**src/hw/ccs_pkg.sv**
```systemverilog
package ccs_pkg;
  typedef logic [7:0] ccs_addr_t;
  typedef logic [31:0] ccs_data_t;
  localparam ccs_addr_t OFS_CTRL = 8'h00;
  localparam ccs_addr_t OFS_CALL = 8'h04;
  localparam ccs_addr_t OFS_STAT = 8'h08;
  localparam ccs_addr_t OFS_IRQ_STAT = 8'h0C;
  localparam ccs_addr_t OFS_IRQ_MASK = 8'h10;
  localparam logic [6:0] CTRL_RST = 7'h00;
  localparam logic [4:0] IRQ_MASK_RST = 5'h00;
  // CALL register write fields (pairs: channel 0 low, channel 1 high).
  localparam int CALL_IN_POS = 0;
  localparam int CALL_OUT_POS = 2;
  localparam int CALL_CONN_POS = 4;
  localparam int CALL_END_POS = 6;
  localparam int CALL_KEY_POS = 8;
  // Interrupt status fields.
  localparam int IRQ_OFF_POS = 0;
  localparam int IRQ_ON_POS = 2;
  localparam int IRQ_SIL_POS = 4;
  // Chime stroke, chime gap and lamp flash half period.
  localparam int CLK_KHZ = 25000;
  localparam int STROKE_MS = 500;
  localparam int GAP_MS = 500;
  localparam int FLASH_MS = 500;
  localparam int STROKE_CYC = STROKE_MS * CLK_KHZ;
  localparam int GAP_CYC = GAP_MS * CLK_KHZ;
  localparam int FLASH_CYC = FLASH_MS * CLK_KHZ;
  // Input vector layout and its idle (released, high) reset value.
  localparam int IN_W = 6;
  localparam logic [5:0] IN_RST = 6'h3F;
  typedef enum logic [1:0] {
    SRC_PTT,
    SRC_PANEL,
    SRC_KEY
  } ccs_src_t;
  typedef struct packed {
    ccs_src_t src1;
    ccs_src_t src0;
    logic lamp_flash;
    logic chime_multi;
    logic chime_out_en;
  } ccs_cfg_t;
  typedef struct packed {
    logic inhibit_n;
    logic silence_n;
    logic [1:0] hangup_n;
    logic [1:0] mic_n;
  } ccs_in_t;
endpackage

```
**src/hw/ccs_top.sv**
```systemverilog
`timescale 1ns/100ps
`default_nettype none
module ccs_top #(
  parameter int unsigned STROKE_CYC = ccs_pkg::STROKE_CYC,
  parameter int unsigned GAP_CYC = ccs_pkg::GAP_CYC,
  parameter int unsigned FLASH_CYC = ccs_pkg::FLASH_CYC
) (
  input wire logic clk_i,
  input wire logic resetn_i,
  input wire ccs_pkg::ccs_addr_t reg_addr_i,
  input wire ccs_pkg::ccs_data_t reg_wdata_i,
  input wire logic reg_wr_i,
  input wire logic reg_rd_i,
  output ccs_pkg::ccs_data_t reg_rdata_o,
  input wire ccs_pkg::ccs_in_t pins_i,
  output logic [1:0] call_lamp_out_o,
  output logic chime_relay_contact_o,
  output logic irq_o
);
  import ccs_pkg::*;

  typedef enum logic [1:0] {
    CH_IDLE,
    CH_ON,
    CH_GAP
  } ccs_chime_t;

  ccs_cfg_t cfg_ff;
  logic [4:0] mask_ff, irq_ff, nxt_irq;
  ccs_data_t rdata_ff, nxt_rdata;
  logic [IN_W-1:0] sync1_ff, sync2_ff, prev_ff, fall;
  ccs_in_t in_s;
  logic [1:0] hook_ff, nxt_hook, alert_ff, nxt_alert;
  logic [1:0] lamp_ff, off_rise, on_fall;
  logic chime_ff, req_ff, nxt_req, phase_ff;
  logic [23:0] tmr_ff, nxt_tmr, flash_ff;
  ccs_chime_t st_ff, nxt_st;

  // Register decode and call events from software.
  wire wr_ctrl = reg_wr_i && (reg_addr_i == OFS_CTRL);
  wire wr_call = reg_wr_i && (reg_addr_i == OFS_CALL);
  wire wr_istat = reg_wr_i && (reg_addr_i == OFS_IRQ_STAT);
  wire wr_mask = reg_wr_i && (reg_addr_i == OFS_IRQ_MASK);
  wire [1:0] ev_in = wr_call ? reg_wdata_i[CALL_IN_POS+:2] : 2'h0;
  wire [1:0] ev_out = wr_call ? reg_wdata_i[CALL_OUT_POS+:2] : 2'h0;
  wire [1:0] ev_conn = wr_call ? reg_wdata_i[CALL_CONN_POS+:2] : 2'h0;
  wire [1:0] ev_end = wr_call ? reg_wdata_i[CALL_END_POS+:2] : 2'h0;
  wire [1:0] ev_key = wr_call ? reg_wdata_i[CALL_KEY_POS+:2] : 2'h0;
  wire [3:0] src_vec = {cfg_ff.src1, cfg_ff.src0};
  wire inhibit = ~in_s.inhibit_n;
  wire silence = fall[4];
  // Chime starts on any incoming call, and on a connected outgoing
  // call only when enabled; a connect for a channel with no pending
  // call is ignored so the relay never closes with both lamps idle.
  wire chime_set = (|ev_in) | (cfg_ff.chime_out_en & (|(ev_conn & nxt_alert)));
  wire stroke_done = (tmr_ff == 24'h000000);

  always_ff @(posedge clk_i or negedge resetn_i) begin
    if (!resetn_i) begin
      cfg_ff <= ccs_cfg_t'(CTRL_RST);
      mask_ff <= IRQ_MASK_RST;
    end else begin
      if (wr_ctrl) begin
        cfg_ff <= ccs_cfg_t'(reg_wdata_i[6:0]);
      end
      if (wr_mask) begin
        mask_ff <= reg_wdata_i[4:0];
      end
    end
  end

  // The first stage feeds only the second; edges are taken from the
  // second and third, so each falling edge is seen in exactly one cycle.
  assign in_s = ccs_in_t'(sync2_ff);
  assign fall = prev_ff & ~sync2_ff;

  always_ff @(posedge clk_i or negedge resetn_i) begin
    if (!resetn_i) begin
      sync1_ff <= IN_RST;
      sync2_ff <= IN_RST;
      prev_ff <= IN_RST;
    end else begin
      sync1_ff <= pins_i;
      sync2_ff <= sync1_ff;
      prev_ff <= sync2_ff;
    end
  end

  // Each of the two channels keeps its own hook and alert state.
  genvar c;
  generate
    for (c = 0; c < 2; c++) begin : g_ch
      wire [1:0] src = src_vec[2*c+:2];
      wire mic_fall = fall[c];
      wire hang_fall = fall[2+c];
      always_comb begin
        case (src)
          SRC_PTT: begin
            if (mic_fall) begin
              nxt_hook[c] = 1'b1;
            end else if (hang_fall || ev_end[c]) begin
              nxt_hook[c] = 1'b0;
            end else begin
              nxt_hook[c] = hook_ff[c];
            end
          end
          SRC_PANEL: nxt_hook[c] = ~sync2_ff[c];
          SRC_KEY: begin
            if (ev_key[c]) begin
              nxt_hook[c] = 1'b1;
            end else if (ev_end[c]) begin
              nxt_hook[c] = 1'b0;
            end else begin
              nxt_hook[c] = hook_ff[c];
            end
          end
          default: nxt_hook[c] = hook_ff[c];
        endcase
      end
      assign off_rise[c] = nxt_hook[c] & ~hook_ff[c];
      assign on_fall[c] = hook_ff[c] & ~nxt_hook[c];
      // A new call wins over an off-hook or end in the same cycle.
      assign nxt_alert[c] = (ev_in[c] | ev_out[c]) ? 1'b1 :
                            (off_rise[c] | ev_end[c]) ? 1'b0 :
                            alert_ff[c];
    end
  endgenerate

  always_ff @(posedge clk_i or negedge resetn_i) begin
    if (!resetn_i) begin
      hook_ff <= 2'h0;
      alert_ff <= 2'h0;
    end else begin
      hook_ff <= nxt_hook;
      alert_ff <= nxt_alert;
    end
  end

  // Lamp flash phase runs freely; lamps are steady unless flashing is set.
  always_ff @(posedge clk_i or negedge resetn_i) begin
    if (!resetn_i) begin
      flash_ff <= 24'h000000;
      phase_ff <= 1'b0;
    end else if (flash_ff == 24'h000000) begin
      flash_ff <= 24'(FLASH_CYC - 1);
      phase_ff <= ~phase_ff;
    end else begin
      flash_ff <= flash_ff - 24'h000001;
    end
  end

  wire lamp_lit = ~cfg_ff.lamp_flash | phase_ff;
  wire [1:0] nxt_lamp = (inhibit | ~lamp_lit) ? 2'h0 : alert_ff;

  always_ff @(posedge clk_i or negedge resetn_i) begin
    if (!resetn_i) begin
      lamp_ff <= 2'h0;
    end else begin
      lamp_ff <= nxt_lamp;
    end
  end

  // The chime request drops on silence, when no call alerts any more,
  // or after one stroke in single-stroke mode. A new call wins.
  wire single_end = (st_ff == CH_ON) & stroke_done & ~cfg_ff.chime_multi;
  wire alerting = |nxt_alert;
  assign nxt_req = chime_set ? 1'b1 :
                   (silence | ~alerting | single_end) ? 1'b0 :
                   req_ff;

  always_comb begin
    nxt_st = st_ff;
    nxt_tmr = stroke_done ? 24'h000000 : tmr_ff - 24'h000001;
    case (st_ff)
      CH_IDLE: begin
        if (nxt_req) begin
          nxt_st = CH_ON;
          nxt_tmr = 24'(STROKE_CYC - 1);
        end
      end
      CH_ON: begin
        if (!nxt_req) begin
          nxt_st = CH_IDLE;
        end else if (stroke_done) begin
          nxt_st = CH_GAP;
          nxt_tmr = 24'(GAP_CYC - 1);
        end
      end
      CH_GAP: begin
        if (!nxt_req) begin
          nxt_st = CH_IDLE;
        end else if (stroke_done) begin
          nxt_st = CH_ON;
          nxt_tmr = 24'(STROKE_CYC - 1);
        end
      end
      default: nxt_st = CH_IDLE;
    endcase
  end

  always_ff @(posedge clk_i or negedge resetn_i) begin
    if (!resetn_i) begin
      st_ff <= CH_IDLE;
      tmr_ff <= 24'h000000;
      req_ff <= 1'b0;
      chime_ff <= 1'b0;
    end else begin
      st_ff <= nxt_st;
      tmr_ff <= nxt_tmr;
      req_ff <= nxt_req;
      chime_ff <= (nxt_st == CH_ON) & ~inhibit;
    end
  end

  // Sticky events; a new event wins over a write-one clear.
  wire [4:0] irq_ev = {silence & req_ff, on_fall, off_rise};
  wire [4:0] irq_clr = wr_istat ? reg_wdata_i[4:0] : 5'h00;
  assign nxt_irq = irq_ev | (irq_ff & ~irq_clr);

  always_ff @(posedge clk_i or negedge resetn_i) begin
    if (!resetn_i) begin
      irq_ff <= 5'h00;
    end else begin
      irq_ff <= nxt_irq;
    end
  end

  wire [31:0] stat_word = {18'h00000, sync2_ff, req_ff, chime_ff,
                           lamp_ff, alert_ff, hook_ff};

  always_comb begin
    nxt_rdata = 32'h00000000;
    if (reg_rd_i) begin
      case (reg_addr_i)
        OFS_CTRL: nxt_rdata = {25'h0000000, cfg_ff};
        OFS_STAT: nxt_rdata = stat_word;
        OFS_IRQ_STAT: nxt_rdata = {27'h0000000, irq_ff};
        OFS_IRQ_MASK: nxt_rdata = {27'h0000000, mask_ff};
        default: nxt_rdata = 32'h00000000;
      endcase
    end
  end

  always_ff @(posedge clk_i or negedge resetn_i) begin
    if (!resetn_i) begin
      rdata_ff <= 32'h00000000;
    end else begin
      rdata_ff <= nxt_rdata;
    end
  end

  assign reg_rdata_o = rdata_ff;
  assign call_lamp_out_o = lamp_ff;
  assign chime_relay_contact_o = chime_ff;
  assign irq_o = |(irq_ff & mask_ff);
endmodule
`default_nettype wire

```
**config.mk**
```make
export PLATFORM = sky130hd
export DESIGN_NAME = ccs_top
export DESIGN_NICKNAME = d
export VERILOG_FILES = /design/src/hw/ccs_pkg.sv /design/src/hw/ccs_top.sv
export SDC_FILE = /design/constraint.sdc
export NUM_CORES = 1
export LEC_CHECK = 0
export BUFFER_PORTS_ARGS = -buffer_cell sky130_fd_sc_hd__buf_2
export CAP_MARGIN = 20
export CORE_MARGIN = 8
export CORE_UTILIZATION = 55
export CTS_CLUSTER_SIZE = 20
export DETAILED_ROUTE_END_ITERATION = 6
export GPL_TIMING_DRIVEN = 0
export PLACE_DENSITY = 0.83
export RECOVER_POWER = 100
export SLEW_MARGIN = 10
export SYNTH_ARGS = -nofsm -noshare
export SYNTH_HDL_FRONTEND = slang
export SYNTH_SLANG_ARGS = --single-unit
```
**constraint.sdc**
```tcl
create_clock -name clk_i -period 6.7 [get_ports clk_i]
set_input_delay 2.01 -clock clk_i [delete_from_list [all_inputs] [get_ports clk_i]]
set_output_delay 2.01 -clock clk_i [all_outputs]
set_load 0.02 [all_outputs]
```
==> Word-level counts from Yosys, hierarchy flattened <==
Index checks and enable logic that the tools add are counted.
{ "classes": {"bitwise_logic": 37, "n_mux": 37, "add_sub_neg": 2, "reduce_logical": 17, "eq_ne": 11} }
{ "ops": {"columns": ["cell", "count"], "rows": [
  ["$mux W24", 5],
  ["$pmux W14 S4", 1],
  ["$logic_not A24 Y1", 2],
  ["$pmux W24 S2", 1],
  ["$sub A24 B1 Y24 const B", 2],
  ["$mux W32", 1],
  ["$mux W2", 11],
  ["$eq A8 B4 Y1 const B", 2],
  ["$and A5 B5 Y5", 3],
  ["$mux W1", 14],
  ["$not A1 Y1", 12],
  ["$not A5 Y5", 2],
  ["$and A1 B1 Y1", 9],
  ["$or A1 B1 Y1", 9],
  ["$eq A2 B1 Y1 const B", 4],
  ["$eq A8 B3 Y1 const B", 1],
  ["$eq A8 B5 Y1 const B", 1],
  ["$logic_not A8 Y1", 1],
  ["$reduce_or A2 Y1", 4],
  ["$eq A2 B2 Y1 const B", 3],
  ["$logic_not A2 Y1", 3],
  ["$pmux W1 S3", 2],
  ["$pmux W2 S3", 1],
  ["$mux W5", 1],
  ["other kinds (5)", 9]
]} }
{ "totals": {"regBits": 125, "output_inout_bits": 36, "in_bits": 50, "wordCells": 124} }

==> Logic depth before layout (Yosys ltp) <==
{ "logic_depth": {"ltp_word": 21, "ltp_mapped": 10, "mapped_depth_nobuf": 9} }

==> Worst setup path before layout <==
Ideal clock, no wire load.
{ "synth_path": {"kind": "input to register", "start": "input reg_addr_i[1]", "end": "register chime_ff (netlist: chime_relay_contact_o)", "stages": 8, "t_arrival_ps": 3958, "path_buffers": 1, "required_time_ps": 6580, "setup_time_ps": 120, "slack_ps": 2622, "path_cell_list": "nor4_1 -> and3_1 -> clkbuf_1 -> a211o_1 -> a21oi_1 -> a211oi_4 -> mux2_4 -> and3_1"} }
{ "synth_between": {"elab_chain_cells": 21, "elab_cells_between_ends": 46, "classes_between": "eq/ne: 2; mux: 25; bitwise: 13; reduce/logical: 6"} }
{ "synth_lines": {"columns": ["item", "line_no", "rtl"], "rows": [
  ["from (decl)", "ccs_top.sv:10", "input wire ccs_pkg::ccs_addr_t reg_addr_i,"],
  ["$eq A8 B3 Y1 *", "ccs_top.sv:41", "wire wr_call = reg_wr_i && (reg_addr_i == OFS_CALL);"],
  ["$logic_and A1 B1 Y1 *", "ccs_top.sv:41", null],
  ["$mux W2", "ccs_top.sv:47", "wire [1:0] ev_end = wr_call ? reg_wdata_i[CALL_END_POS+:2] : 2'h0;"],
  ["$logic_or A1 B1 Y1", "ccs_top.sv:101", "end else if (hang_fall || ev_end[c]) begin"],
  ["$mux W1", "ccs_top.sv:101", null],
  ["$mux W1", "ccs_top.sv:99", "if (mic_fall) begin"],
  ["$pmux W1 S3", "ccs_top.sv:97", "case (src)"],
  ["$and A1 B1 Y1", "ccs_top.sv:120", "assign off_rise[c] = nxt_hook[c] & ~hook_ff[c];"],
  ["(+4 left out)", null, null],
  ["$not A1 Y1", "ccs_top.sv:168", "(silence | ~alerting | single_end) ? 1'b0 :"],
  ["$or A1 B1 Y1 (2 in series)", "ccs_top.sv:168", null],
  ["$mux W1", "ccs_top.sv:168", null],
  ["$mux W1 *", "ccs_top.sv:167", "assign nxt_req = chime_set ? 1'b1 :"],
  ["$mux W2 (on tied branches)", "ccs_top.sv:190, ccs_top.sv:176, ccs_top.sv:182", null],
  ["$pmux W2 S3 *", "ccs_top.sv:174", "case (st_ff)"],
  ["$eq A2 B1 Y1 *", "ccs_top.sv:211", "chime_ff <= (nxt_st == CH_ON) & ~inhibit;"],
  ["$and A1 B1 Y1 *", "ccs_top.sv:211", null],
  ["to (signal assigned)", "ccs_top.sv:211", null],
  ["to (decl)", "ccs_top.sv:35", "logic chime_ff, req_ff, nxt_req, phase_ff;"]
]} }
Every way passes the cells marked *; elsewhere a longest branch is shown, timed or not.
A chain may end at the register's enable or synchronous reset.

==> Final worst setup path <==
{ "layout_path": {"start": "input reg_addr_i[1]", "end": "register tmr_ff[14]"} }
{ "layout_between": {"elab_chain_cells": 19, "elab_cells_between_ends": 43, "classes_between": "eq/ne: 1; mux: 24; bitwise: 12; reduce/logical: 6"} }
{ "layout_lines": {"columns": ["item", "line_no", "rtl"], "rows": [
  ["$eq A8 B3 Y1 *", "ccs_top.sv:41", null],
  ["$logic_and A1 B1 Y1 *", "ccs_top.sv:41", null],
  ["$mux W2", "ccs_top.sv:47", null],
  ["$logic_or A1 B1 Y1", "ccs_top.sv:101", null],
  ["$mux W1", "ccs_top.sv:101", null],
  ["$mux W1", "ccs_top.sv:99", null],
  ["$pmux W1 S3", "ccs_top.sv:97", null],
  ["$and A1 B1 Y1", "ccs_top.sv:120", null],
  ["(+3 left out)", null, null],
  ["$reduce_or A2 Y1", "ccs_top.sv:166", "wire alerting = |nxt_alert;"],
  ["$not A1 Y1", "ccs_top.sv:168", null],
  ["$or A1 B1 Y1 (2 in series)", "ccs_top.sv:168", null],
  ["$mux W1", "ccs_top.sv:168", null],
  ["$mux W1 *", "ccs_top.sv:167", null],
  ["$mux W24 (on tied branches)", "ccs_top.sv:190, ccs_top.sv:176", null],
  ["$pmux W24 S2 *", "ccs_top.sv:174", null],
  ["via nxt_tmr[14]", "ccs_top.sv:36", "logic [23:0] tmr_ff, nxt_tmr, flash_ff;"],
  ["to (signal assigned)", "ccs_top.sv:209", "tmr_ff <= nxt_tmr;"],
  ["to (decl)", "ccs_top.sv:36", null]
]} }
Mark *: on every way through the listed nets, which the timed path passes. The rest lies on a longest branch.

==> run metrics <==
clock buffers created by TritonCTS 9; Synth Register Bits roughly 110; wire length the detailed router placed on met1 between 4000 and 5000 um; synthesized area between 5000 and 6000 um^2; violated checks max-capacitance violations, max-slew violations; CTS tree built; arrival time of the worst setup path 5360 ps; wire length of the first global-routing pass around 19000 um; half-perimeter wire length of the detailed placement result 8140 um; Total Die Area ~13000 um^2; Area after DPL around 5500 um^2; DIE WIDTH around 110 um; crit path max fanout 9; count of input and output buffers 45; PnR Total Power between 1500 and 2000 uW; H-tree level count 3; Top FF cell, synth sky130_fd_sc_hd__dfrtp_1; core box area 9060 um^2; sink count of the clock tree approximately 110; worst vdd rail ir drop ~0.00015 V; final setup TNS 0 ps; synth unique cells 60; fill cell count roughly 700; Synth top cells by count 90 x sky130_fd_sc_hd__dfrtp_1, 51 x sky130_fd_sc_hd__nor2_1, 41 x sky130_fd_sc_hd__nand2_1; fraction of layout instances using a drive strength above 1 between 10% and 20%; actual slew at the worst max-slew pin 3090 ps; Layout area overhead 12.3%; aggregate routed wire length 11100 um; status finished with violations; number of vias after detailed routing 3848; Critical Path RT about 7000 ps; leak pwr roughly 0.0025 uW; kind of capture point of the worst setup path flop; Post-CTS Setup Bufs 0; period utilization roughly 76%; kind of critical path in -> reg; DRC viols 0; global-route total usage across every layer 18.0%; antenna violations before repair 0; number of global-route vias before repair approximately 3900; number of enable-type register cells in the synthesized netlist 0; RSZ-0062 raised after global routing false; count of max-cap constraint violations 1; clock transition at the register clock pins on the worst setup and hold paths after CTS 110 ps; syn avg cell area approximately 11 um^2; violation count after the first detailed-routing iteration 250; root buffer cell sky130_fd_sc_hd__clkbuf_8; height of the die between 100 and 150 um; Post-synth ARST share 100%; number of buffers inserted for hold repair after clock tree synthesis 0; Starting Density about 56%; cell count after synthesis around 480; worst skew pair latency between 300 and 400 ps; most common cell in the netlist sky130_fd_sc_hd__dfrtp_1; met2 wire length roughly 5500 um; top cells by area, synth sky130_fd_sc_hd__dfrtp_1 44%, sky130_fd_sc_hd__dfstp_2 8.8%, sky130_fd_sc_hd__xnor2_1 4.7%; area of all placed cells without fillers between 5000 and 6000 um^2; Max Clk Rate ~200 MHz; number of ports placed on the die boundary between 80 and 90; maximum number of pins on one net before global-route repair between 60 and 70; global-route congestion overflow total 0; Seq/Total Area, Yosys a little over half; clock skew between 15 and 20 ps; GPL Wtd Cong just over 0.9; remaining antenna violation count after routing 0; Finish-stage setup viols 0; worst hold slack 356 ps; post-DR wirelength/cell ~17 um; FP Rows 35; startpoint types primary input; cell taking the most area after synthesis sky130_fd_sc_hd__dfrtp_1; synth warn 0; time the worst path needs with I/O delays and setup between 5000 and 6000 ps; pwr/cell area approximately 280 nW/um^2; Layout Nets just over 600; total inserted antenna cells 0; number of failing hold endpoints at the final stage 0; worst slew margin relative to its limit -106%; top metal layer carrying routed signals met4; fraction of post-synthesis cell area in the top cell type by area about 44%; total of cells resized after clock tree synthesis 0; number of pins with negative max-slew slack in the final report 60; clock buffer depth 2; Worst Hold Class reg -> reg; met3 WL post-DR around 840 um; number of search-and-repair iterations in the first detailed-routing pass 7; vias per std cell just under 6
[logic make-up (layout without fill, tap and decap cells)]
kind of cell | Yosys count | in the layout | synth area share (%)
simple gates | 179 | 179 | 17.4
buf+inv | 50 | 112 | 5.12
flops | 107 | 107 | 53.3
other cells | 1 | 18 | 0.0741
mux | 19 | 19 | 4.25
compound gates | 83 | 83 | 12.7
xor+xnor | 33 | 33 | 5.71
fa+ha+maj | 6 | 6 | 1.48
[power breakdown]
part / total [uW] / internal (uW) / switching [uW]
clock network: 400 / 152 / 248
logic: 384 / 168 / 216
registers: 804 / 723 / 81.7
total: 1590 / 1040 / 545
[flip-flops by register name (all words and copies together), names as in the netlist]
| signal | cells |
|---|---|
| flash_ff | 24 |
| tmr_ff | 24 |
| reg_rdata_o | 14 |
| in_s | 6 |
| sync1_ff | 6 |
| irq_ff | 5 |
| mask_ff | 5 |
| prev_ff | 5 |
| g_ch.src | 4 |
| cfg_ff | 3 |
| alert_ff | 2 |
| call_lamp_out_o | 2 |
| hook_ff | 2 |
| st_ff | 2 |
| chime_relay_contact_o | 1 |
| phase_ff | 1 |
| req_ff | 1 |
[worst paths after layout]
kind | cells past startpoint | slack (ps) | start | endpoint
setup / recovery | 9 | 1600 | reg_addr_i[1] | tmr_ff[14]$_DFF_PN0_
setup reg to reg | 9 | 2170 | tmr_ff[0]$_DFF_PN0_ | tmr_ff[14]$_DFF_PN0_
hold reg to reg | 0 | 360 | sync1_ff[5]$_DFF_PN1_ | in_s[5]$_DFF_PN1_
hold / removal | 0 | 360 | sync1_ff[5]$_DFF_PN1_ | in_s[5]$_DFF_PN1_
max in group asynchronous | 1 | 2320 | resetn_i | flash_ff[11]$_DFF_PN0_
min in group asynchronous | 1 | 2650 | resetn_i | flash_ff[6]$_DFF_PN0_
[stage by stage]
stage,util [%],worst slack [ps],instances
2_1_floorplan,-,2620,495
3_3_place_gp,60.6,2210,651
3_5_place_dp,60.9,2120,652
4_1_cts,63.2,2490,668
5_1_grt,62.7,1370,668
6_report,62.7,1600,668
[cell usage in the layout (no fill, tap or decap), types with 3 or more instances in the layout]
cell,Yosys,layout
sky130_fd_sc_hd__a211o_1,3,3
sky130_fd_sc_hd__nand3_1,7,7
sky130_fd_sc_hd__dfstp_1,0,5
sky130_fd_sc_hd__o2bb2ai_1,4,4
sky130_fd_sc_hd__o21ai_0,11,11
sky130_fd_sc_hd__and3_1,13,13
sky130_fd_sc_hd__a21oi_1,17,17
sky130_fd_sc_hd__o22a_1,6,6
sky130_fd_sc_hd__xor2_1,6,6
sky130_fd_sc_hd__or4_1,3,3
sky130_fd_sc_hd__clkbuf_1,9,29
sky130_fd_sc_hd__nor4_1,13,13
sky130_fd_sc_hd__nand2_1,41,41
sky130_fd_sc_hd__nor2b_1,3,3
sky130_fd_sc_hd__buf_2,3,28
sky130_fd_sc_hd__inv_1,20,20
sky130_fd_sc_hd__o31ai_1,8,8
sky130_fd_sc_hd__conb_1,1,18
sky130_fd_sc_hd__buf_4,18,18
sky130_fd_sc_hd__nand3b_1,3,3
sky130_fd_sc_hd__xnor2_1,27,27
sky130_fd_sc_hd__dfrtp_1,90,90
sky130_fd_sc_hd__nand4_1,5,5
sky130_fd_sc_hd__inv_8,0,3
sky130_fd_sc_hd__clkbuf_8,0,9
sky130_fd_sc_hd__nor3_1,24,24
sky130_fd_sc_hd__ha_1,6,6
sky130_fd_sc_hd__a22oi_1,7,7
sky130_fd_sc_hd__dfstp_2,17,12
sky130_fd_sc_hd__mux2_2,16,16
sky130_fd_sc_hd__or3_1,6,6
sky130_fd_sc_hd__nor2_1,51,51
sky130_fd_sc_hd__a211oi_1,4,5
[layer usage]
layer | vias up | track usage [%]
met5 | - | 0
met4 | 0 | 6.83
li1 | 1819 | -
met1 | 1834 | 21.6
met2 | 165 | 30.2
met3 | 30 | 4.82
[worst max-delay path: stages]
cell and delay [ps]:
sky130_fd_sc_hd__buf_2 110, sky130_fd_sc_hd__nor4_1 460, sky130_fd_sc_hd__and3_1 240, sky130_fd_sc_hd__clkbuf_1 320, sky130_fd_sc_hd__a211o_1 220, sky130_fd_sc_hd__a21oi_1 50
sky130_fd_sc_hd__a211oi_1 910, sky130_fd_sc_hd__a21boi_0 640, sky130_fd_sc_hd__nor3_1 390
[final cells by class]
cell class / instances / area, um^2 / share of cell area [%]
Multi-Input combinational cell: 338 / 2150 / 37.9
Tap cell: 111 / 139 / 2.44
Sequential cell: 107 / 2700 / 47.5
Buffer: 30 / 183 / 3.21
Clock buffer: 9 / 124 / 2.18
Inverter: 20 / 75.1 / 1.32
Timing Repair Buffer: 46 / 229 / 4.03
Clock inverter: 7 / 83.8 / 1.47
Power figures use the tool's default switching activity.
